`src/hdl/chg_setpoint_consts.svh`:
```
// offsets, field positions, defaults and limits of the charge voltage setpoint bank
`ifndef CHG_SETPOINT_CONSTS_SVH
`define CHG_SETPOINT_CONSTS_SVH
`define CVL_ADDR_LO 8'h04
`define CVL_ADDR_HI 8'h05
`define SVF_ADDR_LO 8'h0C
`define SVF_ADDR_HI 8'h0D
`define CCS_ADDR_LO 8'h02
`define CCS_ADDR_HI 8'h03
`define CVL_FIELD_MASK 16'h7FF0
`define CVL_RSVD_HI_MASK 8'h80
`define SVF_FIELD_MASK 16'h3F00
`define SVF_RSVD_HI_MASK 8'hC0
`define CVL_MIN_MV 16'd1024
`define CVL_MAX_MV 16'd19200
`define SVF_MIN_MV 16'd1024
`define SVF_MAX_MV 16'd16128
`define CVL_DEF_1S 16'd4192
`define CVL_DEF_2S 16'd8400
`define CVL_DEF_3S 16'd12592
`define CVL_DEF_4S 16'd16800
`define SVF_DEF_1S 16'd3584
`define SVF_DEF_2S 16'd6144
`define SVF_DEF_3S 16'd9216
`define SVF_DEF_4S 16'd12288
`define STRAP_SETTLE 3'h4
`endif

```
`src/hdl/chg_setpoint_pkg.sv`:
```
// types shared by the setpoint bank
package chg_setpoint_pkg;
    typedef logic [1:0] cell_count_t;
    typedef logic [15:0] word_t;
endpackage : chg_setpoint_pkg

```
`src/hdl/pair_capture_if.sv`:
```
// byte pair assembly signals between the bank and its pair collector
`timescale 1ns/100ps
interface pair_capture_if;
    logic wr_en;
    logic [7:0] addr;
    logic [7:0] data;
    logic done;
    logic [7:0] base;
    logic [15:0] word;
    modport collector (input wr_en, input addr, input data, output done, output base, output word);
    modport bank (output wr_en, output addr, output data, input done, input base, input word);
endinterface : pair_capture_if

```
`src/hdl/byte_pair_collector.sv`:
```
// collects the low byte then the high byte of a 16-bit setpoint
`timescale 1ns/100ps
module byte_pair_collector (
    input wire logic clk_in,
    input wire logic reset_in,
    pair_capture_if.collector pc
);
    logic [7:0] low_byte;
    logic [7:0] low_base;
    logic low_held;

    // hold the even byte; the word is complete on the odd byte of the same pair
    always_ff @(posedge clk_in) begin
        if (reset_in) begin
            low_byte <= 8'h00;
            low_base <= 8'h00;
            low_held <= 1'b0;
            pc.done <= 1'b0;
            pc.base <= 8'h00;
            pc.word <= 16'h0000;
        end else begin
            pc.done <= 1'b0;
            if (pc.wr_en && !pc.addr[0]) begin
                low_byte <= pc.data;
                low_base <= pc.addr;
                low_held <= 1'b1;
            end else if (pc.wr_en && pc.addr[0]) begin
                low_held <= 1'b0;
                // high byte without its matching low byte is dropped
                if (low_held && low_base == {pc.addr[7:1], 1'b0}) begin
                    pc.done <= 1'b1;
                    pc.base <= low_base;
                    pc.word <= {pc.data, low_byte};
                end
            end
        end
    end
endmodule : byte_pair_collector

```
`src/hdl/charge_voltage_setpoint_regs.sv`:
```
// setpoint register bank: charge voltage limit and system voltage floor
`timescale 1ns/100ps
`include "chg_setpoint_consts.svh"
// Notes on behaviour
// - each setpoint travels as one word, high byte at the odd address, low byte at the even one.
// - the charge voltage limit covers 1.024 V to 19.200 V in 16 mV steps.
// - a non-zero charge voltage limit write outside 1.024 V to 19.200 V is dropped and the old value stays.
// - the charge voltage limit field is word bits 14 to 4, weights 16384 mV down to 16 mV.
// - after reset the charge voltage limit is 4192, 8400, 12592 or 16800 mV for one to four cells.
// - after reset and whenever charging is off, the regulation target is the charge voltage limit.
// - with input power good, a non-zero current write ahead of any voltage write starts charging at once.
// - writing zero to the voltage limit reloads the cell default and zeroes the current setpoint.
// - a one in a reserved high-byte bit of either voltage register makes the write invalid.
// - reserved low bits are ignored: bits 3 to 0 of the limit and the floor's whole low byte.
// - the system voltage floor covers 1.024 V to 16.128 V in 256 mV steps.
// - a floor write outside 1.024 V to 16.128 V is dropped.
// - the floor field is word bits 13 to 8, weights 8192 mV down to 256 mV.
// - after reset the floor is 3.584, 6.144, 9.216 or 12.288 V for one to four cells.
module charge_voltage_setpoint_regs
    import chg_setpoint_pkg::*;
(
    input wire logic clk_in,
    input wire logic reset_in,
    input wire logic [1:0] cell_count_select_pin_in,
    input wire logic input_power_good_in,
    input wire logic wr_en_in,
    input wire logic [7:0] wr_addr_in,
    input wire logic [7:0] wr_data_in,
    input wire logic [7:0] rd_addr_in,
    output logic [7:0] rd_data_out,
    output logic [15:0] charge_voltage_limit_out,
    output logic [15:0] system_voltage_floor_out,
    output logic [15:0] charge_current_setpoint_out,
    output logic charge_enable_out,
    output logic [15:0] regulation_target_out
);
    pair_capture_if pc ();
    logic [2:0] strap_sync [2];
    logic strap_bit [2];
    cell_count_t cells;
    logic first_cycle;
    word_t cvl_word;
    word_t svf_word;
    word_t default_cvl;
    word_t default_svf;
    logic cvl_ok;
    logic svf_ok;

    // cell defaults, mV values are the register codes since the lsb weight equals its mV
    function automatic word_t cvl_default(input cell_count_t c);
        case (c)
            2'h0: cvl_default = `CVL_DEF_1S;
            2'h1: cvl_default = `CVL_DEF_2S;
            2'h2: cvl_default = `CVL_DEF_3S;
            default: cvl_default = `CVL_DEF_4S;
        endcase
    endfunction : cvl_default

    function automatic word_t svf_default(input cell_count_t c);
        case (c)
            2'h0: svf_default = `SVF_DEF_1S;
            2'h1: svf_default = `SVF_DEF_2S;
            2'h2: svf_default = `SVF_DEF_3S;
            default: svf_default = `SVF_DEF_4S;
        endcase
    endfunction : svf_default

    assign pc.wr_en = wr_en_in;
    assign pc.addr = wr_addr_in;
    assign pc.data = wr_data_in;

    byte_pair_collector byte_pair_collector_i (
        .clk_in(clk_in),
        .reset_in(reset_in),
        .pc(pc)
    );

    // strap pin synchroniser, one three-stage chain per bit
    // a new level counts only once the last two stages agree, so a bouncing strap
    // cannot pick a wrong default; only the second stage reads the first
    genvar gi;
    generate
        for (gi = 0; gi < 2; gi = gi + 1) begin : g_strap
            always_ff @(posedge clk_in) begin
                if (reset_in) begin
                    strap_sync[gi] <= 3'h0;
                    strap_bit[gi] <= 1'b0;
                end else begin
                    strap_sync[gi] <= {strap_sync[gi][1:0], cell_count_select_pin_in[gi]};
                    if (strap_sync[gi][2] == strap_sync[gi][1]) begin
                        strap_bit[gi] <= strap_sync[gi][2];
                    end
                end
            end
        end
    endgenerate

    // settled strap code picks both defaults
    assign cells = {strap_bit[1], strap_bit[0]};
    assign default_cvl = cvl_default(cells);
    assign default_svf = svf_default(cells);
    // reserved low bits dropped before the range checks; the zero test sees the raw word
    assign cvl_word = pc.word & `CVL_FIELD_MASK;
    assign svf_word = pc.word & `SVF_FIELD_MASK;
    assign cvl_ok = ((pc.word[15:8] & `CVL_RSVD_HI_MASK) == 8'h00)
        && cvl_word >= `CVL_MIN_MV && cvl_word <= `CVL_MAX_MV;
    assign svf_ok = ((pc.word[15:8] & `SVF_RSVD_HI_MASK) == 8'h00)
        && svf_word >= `SVF_MIN_MV && svf_word <= `SVF_MAX_MV;

    // defaults load a few cycles after reset, once the strap has settled in the synchroniser
    logic [2:0] settle;
    always_ff @(posedge clk_in) begin
        if (reset_in) begin
            settle <= 3'h0;
            first_cycle <= 1'b1;
        end else begin
            if (settle != `STRAP_SETTLE) begin
                settle <= settle + 3'h1;
            end
            first_cycle <= (settle != `STRAP_SETTLE);
        end
    end

    // charge voltage limit: complete, valid pairs only; zero reloads the default
    always_ff @(posedge clk_in) begin
        if (reset_in) begin
            charge_voltage_limit_out <= 16'h0000;
        end else if (first_cycle) begin
            charge_voltage_limit_out <= default_cvl;
        end else if (pc.done && pc.base == `CVL_ADDR_LO) begin
            if (pc.word == 16'h0000) begin
                charge_voltage_limit_out <= default_cvl;
            end else if (cvl_ok) begin
                charge_voltage_limit_out <= cvl_word;
            end
        end
    end

    // system voltage floor
    always_ff @(posedge clk_in) begin
        if (reset_in) begin
            system_voltage_floor_out <= 16'h0000;
        end else if (first_cycle) begin
            system_voltage_floor_out <= default_svf;
        end else if (pc.done && pc.base == `SVF_ADDR_LO && svf_ok) begin
            system_voltage_floor_out <= svf_word;
        end
    end

    // mirror of the current setpoint; zero write on the voltage limit wins over a current write
    always_ff @(posedge clk_in) begin
        if (reset_in || !input_power_good_in) begin
            charge_current_setpoint_out <= 16'h0000;
        end else if (pc.done && pc.base == `CVL_ADDR_LO && pc.word == 16'h0000) begin
            charge_current_setpoint_out <= 16'h0000;
        end else if (pc.done && pc.base == `CCS_ADDR_LO) begin
            charge_current_setpoint_out <= pc.word;
        end
    end

    // charge runs from the cycle after a non-zero current write while power is good
    always_ff @(posedge clk_in) begin
        if (reset_in || !input_power_good_in) begin
            charge_enable_out <= 1'b0;
        end else if (pc.done && pc.base == `CVL_ADDR_LO && pc.word == 16'h0000) begin
            charge_enable_out <= 1'b0;
        end else if (pc.done && pc.base == `CCS_ADDR_LO) begin
            charge_enable_out <= (pc.word != 16'h0000);
        end
    end

    // regulation target follows the limit; the analog loop handles the charging case
    always_ff @(posedge clk_in) begin
        if (reset_in) begin
            regulation_target_out <= 16'h0000;
        end else begin
            regulation_target_out <= charge_voltage_limit_out;
        end
    end

    // byte read-back, unmapped addresses answer zero
    always_ff @(posedge clk_in) begin
        if (reset_in) begin
            rd_data_out <= 8'h00;
        end else begin
            case (rd_addr_in)
                `CVL_ADDR_LO: rd_data_out <= charge_voltage_limit_out[7:0];
                `CVL_ADDR_HI: rd_data_out <= charge_voltage_limit_out[15:8];
                `SVF_ADDR_LO: rd_data_out <= system_voltage_floor_out[7:0];
                `SVF_ADDR_HI: rd_data_out <= system_voltage_floor_out[15:8];
                `CCS_ADDR_LO: rd_data_out <= charge_current_setpoint_out[7:0];
                `CCS_ADDR_HI: rd_data_out <= charge_current_setpoint_out[15:8];
                default: rd_data_out <= 8'h00;
            endcase
        end
    end

    // range checks wait for first_cycle to drop, the defaults are still loading before that
    a_limit_in_range: assert property (@(posedge clk_in) disable iff (reset_in)
        !first_cycle |-> charge_voltage_limit_out >= `CVL_MIN_MV && charge_voltage_limit_out <= `CVL_MAX_MV)
        else $error("charge limit out of range");
    a_floor_in_range: assert property (@(posedge clk_in) disable iff (reset_in)
        !first_cycle |-> system_voltage_floor_out >= `SVF_MIN_MV && system_voltage_floor_out <= `SVF_MAX_MV)
        else $error("floor out of range");
    a_limit_low_bits: assert property (@(posedge clk_in) disable iff (reset_in)
        charge_voltage_limit_out[3:0] == 4'h0) else $error("limit low bits set");
    a_floor_low_byte: assert property (@(posedge clk_in) disable iff (reset_in)
        system_voltage_floor_out[7:0] == 8'h00) else $error("floor low byte set");
    a_zero_reloads: assert property (@(posedge clk_in) disable iff (reset_in)
        (!first_cycle && pc.done && pc.base == `CVL_ADDR_LO && pc.word == 16'h0000)
        |=> charge_voltage_limit_out == $past(default_cvl) && charge_current_setpoint_out == 16'h0000)
        else $error("zero write did not reload");
    a_bad_limit_kept: assert property (@(posedge clk_in) disable iff (reset_in)
        (!first_cycle && pc.done && pc.base == `CVL_ADDR_LO && pc.word != 16'h0000 && !cvl_ok)
        |=> $stable(charge_voltage_limit_out)) else $error("invalid limit write applied");
    a_bad_floor_kept: assert property (@(posedge clk_in) disable iff (reset_in)
        (!first_cycle && pc.done && pc.base == `SVF_ADDR_LO && !svf_ok)
        |=> $stable(system_voltage_floor_out)) else $error("invalid floor write applied");
    a_current_starts: assert property (@(posedge clk_in) disable iff (reset_in)
        (input_power_good_in && pc.done && pc.base == `CCS_ADDR_LO && pc.word != 16'h0000)
        ##1 input_power_good_in |-> charge_enable_out) else $error("charge did not start");
    // without input power no charge may run and the current mirror stays cleared
    a_power_loss_stops: assert property (@(posedge clk_in) disable iff (reset_in)
        !input_power_good_in |=> !charge_enable_out && charge_current_setpoint_out == 16'h0000)
        else $error("charge kept without input power");
    a_target_follows: assert property (@(posedge clk_in) disable iff (reset_in)
        1'b1 |=> regulation_target_out == $past(charge_voltage_limit_out))
        else $error("target not following limit");
endmodule : charge_voltage_setpoint_regs

```
`config.mk`:
```
export PLATFORM = sky130hd
export DESIGN_NAME = charge_voltage_setpoint_regs
export DESIGN_NICKNAME = d
export VERILOG_FILES = /design/src/hdl/chg_setpoint_pkg.sv /design/src/hdl/pair_capture_if.sv /design/src/hdl/byte_pair_collector.sv /design/src/hdl/charge_voltage_setpoint_regs.sv
export VERILOG_INCLUDE_DIRS = /design/src /design/src/hdl
export SDC_FILE = /design/constraint.sdc
export NUM_CORES = 1
export LEC_CHECK = 0
export BUFFER_PORTS_ARGS = -buffer_cell sky130_fd_sc_hd__buf_2
export CELL_PAD_IN_SITES_DETAIL_PLACEMENT = 1
export CELL_PAD_IN_SITES_GLOBAL_PLACEMENT = 1
export CORE_ASPECT_RATIO = 1.2
export CORE_MARGIN = 8
export CORE_UTILIZATION = 44
export CTS_BUF_LIST = sky130_fd_sc_hd__clkbuf_4 sky130_fd_sc_hd__clkbuf_8
export DETAILED_ROUTE_END_ITERATION = 10
export PLACE_DENSITY = 0.9
export SYNTH_ARGS = -nofsm -noshare
export SYNTH_HDL_FRONTEND = slang
export SYNTH_SLANG_ARGS = --single-unit
```
`constraint.sdc`:
```
create_clock -name clk_in -period 3.45 [get_ports clk_in]
set_input_delay 0.1725 -clock clk_in [delete_from_list [all_inputs] [get_ports clk_in]]
set_output_delay 0.1725 -clock clk_in [all_outputs]
set_load 0.03 [all_outputs]
```
==> impl_metrics.json <==
{
  "synth_most_common_cell": "nand2_1",
  "drive_gt1_share_pct": 18.38,
  "cts.clk_slew.worst_paths_ns": 0.09,
  "post-cts-setup-buffer-count": 0,
  "placed_area_sq_mm": 0.004762,
  "finalHoldViolCount": 0,
  "synth_cell_type_count": 48,
  "max-vdd-ir-drop_uv": 188.9,
  "power_frac_seq_pct": 56.8,
  "rsz0062_at_grt": "false",
  "design_area_sq_mm": 0.004964,
  "fillers": 1232,
  "place_congestion": 0.8826,
  "avgSynthCellArea_sq_um": 8.608,
  "cts-resized-gates": 0,
  "dp_hpwl_um": 9723,
  "fp.dieW_um": 107.1,
  "criticalPathCategory": "reg2reg",
  "worstMarginPinSlew_ns": 1.029,
  "maxCapViolations": 0,
  "fmax_mhz": 439.2,
  "nets": 615,
  "min_period_ns": 2.277,
  "dieArea_sq_mm": 0.01342,
  "grt_pass1_wl_um": 20990,
  "cts_tree": "done",
  "ant_nets": 0,
  "antenna_cells": 0,
  "synth.area.top_cells": "dfxtp_1 48%, nand2_1 10%, a21oi_1 8.8%",
  "status": "finished clean",
  "synth_top_area_share_pct": 47.97,
  "via_per_inst": 5.429,
  "globalRoute.totalOverflow": 0,
  "leakage_nw": 2.019,
  "setup_tns_ns": 0,
  "power_per_cell_area_mw_per_mm2": 459.9,
  "grt_antenna_before_repair": 0,
  "wl_per_cell_um": 18.37,
  "clkLatencyLatePin_ns": 0.37,
  "cts_root_buf": "clkbuf_8",
  "synth_edf_count": 2,
  "place_inst": 693,
  "cts_made_buffers": 9,
  "yosysWarnings": 0,
  "drtIter0Drc": 149,
  "postCtsHoldBufs": 0,
  "port_buffers": 82,
  "core_area_sq_mm": 0.009859,
  "grt_start_max_net_pins": 70,
  "syn_area_sq_mm": 0.004382,
  "start_kind": "register",
  "start_util_pct": 44.44,
  "grt_pass1_vias": 4008,
  "htreeDepth": 3,
  "arrival_ns": 2.53,
  "finClkSkew_ns": 0.01205,
  "internal_power_mw": 1.715,
  "pin_count": 103,
  "die_h_um": 125.3,
  "cts.path.max_buffers": 2,
  "p_sw_share_pct": 24.86,
  "yosysSeqAreaShare_pct": 49.34,
  "hp-class": "in2reg",
  "cts.sinks": 107,
  "synthToLayoutAreaGrowth_pct": 13.28,
  "slew_headroom_pct": 31.25,
  "wirelength_um": 13010,
  "synth-main-ff-cell": "dfxtp_1",
  "drc_errors": 0,
  "fin_cells": 708,
  "async_flop_share_pct": 0,
  "ys_seq_elements": 107,
  "vias": 3844,
  "power.switching_uw": 567.5,
  "num_rows": 40,
  "combPwrFrac_pct": 8.8,
  "netlist_instances": 509,
  "drt-pass1-iter-count": 5,
  "synth_area_leader_cell": "dfxtp_1",
  "track_usage_pct": 19.44,
  "synthTopCellsByCount": "122 x nand2_1, 105 x dfxtp_1, 77 x a21oi_1",
  "worst-path-max-fanout": 24,
  "worst_setup_path_end_kind": "register",
  "maxSlewViolCount": 0,
  "clkPwrFrac_pct": 34.4,
  "worstPathRequired_ns": 3.71,
  "fin_crit_sh_pct": 65.99,
  "setup_viol": 0
}
-- kinds of logic after synthesis --
logic type,share of synthesized area [%]
xor+xnor,1.999
mux,1.599
buf+inv,7.110
fa+ha+maj,1.999
simple gates,22.13
compound gates,15.73
flops,49.34
other cells,0.08558
-- final timing paths --
path | start | to | slack [ns] | cells after the start
max | byte_pair_collector_i.low_base[0]$_SDFFE_PP0P_ | byte_pair_collector_i.pc.base[0]$_SDFFE_PP0P_ | 1.17 | 4
min | cell_count_select_pin_in[0] | strap_sync[0][0]$_SDFF_PP0_ | 0.02 | 2
max reg2reg | byte_pair_collector_i.low_base[0]$_SDFFE_PP0P_ | byte_pair_collector_i.pc.base[0]$_SDFFE_PP0P_ | 1.17 | 4
min reg2reg | settle[2]$_SDFFE_PP0P_ | first_cycle$_SDFF_PP1_ | 0.46 | 1
-- critical path, cell delays in order (launching register included) --
cell and delay (ns):
dfxtp_1 0.31, nand4b_1 0.21, nor4_1 0.47, nand3_1 0.71, and3_1 0.46
-- routing by layer --
layer	vias to the layer above	GRT usage, %	wire length [um]
met5	-	0	0
met4	0	7.386	305
met2	133	32.92	6421
met3	21	4.317	959
li1	1833	-	-
met1	1857	23.13	5320
-- layout by cell type, fill, tap and decap left out, types with 3 or more instances in the layout --
cell type / netlist / routed
a211oi_1: 4 / 4
o21ai_0: 5 / 5
nand4_1: 3 / 3
nor4_1: 8 / 8
nand2_1: 122 / 122
a222oi_1: 7 / 7
nand2b_1: 6 / 6
a21oi_1: 77 / 77
nand3_1: 6 / 6
ha_1: 7 / 7
buf_2: 3 / 82
xor2_1: 9 / 9
dfxtp_1: 105 / 105
conb_1: 1 / 20
and3_1: 5 / 5
a22oi_1: 3 / 3
nor3b_1: 3 / 3
nor2b_1: 13 / 13
inv_1: 12 / 12
a21o_1: 3 / 3
nor3_1: 8 / 8
o221ai_1: 3 / 3
a211o_1: 4 / 4
clkbuf_8: 0 / 11
mux2i_1: 7 / 7
nor2_1: 20 / 20
-- metrics by stage --
step	setup slack [ns]	hold WS [ns]	power [mW]	util (%)
2_1_floorplan	1.606	0.2560	1.474	-
3_3_place_gp	1.392	0.3856	1.513	48.30
3_5_place_dp	1.249	0.3955	1.525	48.30
4_1_cts	1.212	0.009140	2.300	50.34
5_1_grt	1.017	0.01285	2.369	50.34
6_report	1.173	0.02214	2.283	50.34
-- sequential cells by signal, summed over array words and instances, names as in the netlist --
register	flops
strap_sync	6
first_cycle	1
system_voltage_floor_out	6
charge_enable_out	1
charge_voltage_limit_out	11
rd_data_out	8
byte_pair_collector_i.pc.base	8
charge_current_setpoint_out	16
byte_pair_collector_i.pc.done	1
byte_pair_collector_i.low_held	1
byte_pair_collector_i.low_base	8
byte_pair_collector_i.pc.word	16
settle	3
strap_bit	2
byte_pair_collector_i.low_byte	8
regulation_target_out	11
-- final cells by class --
cell class              count  area, sq um  share of cell area (%)
clock buffers              13        166.4                   3.353
clock inverters             2        35.03                  0.7058
inverters                  12        45.04                  0.9075
multi-input cells         365         1979                   39.88
flip-flops and latches    107         2162                   43.56
well taps                 126        157.7                   3.176
repair buffers             83        417.9                   8.419
-- power by group through the flow --
stage / Combinational [mW] / Sequential (mW) / Clock [mW]
3_5_place_dp: 0.199 / 1.33 / 0
6_report: 0.201 / 1.30 / 0.785
5_1_grt: 0.220 / 1.30 / 0.849
3_3_place_gp: 0.190 / 1.32 / 0
4_1_cts: 0.201 / 1.30 / 0.802
2_1_floorplan: 0.130 / 1.34 / 0
(Power assumes the default switching activity.)
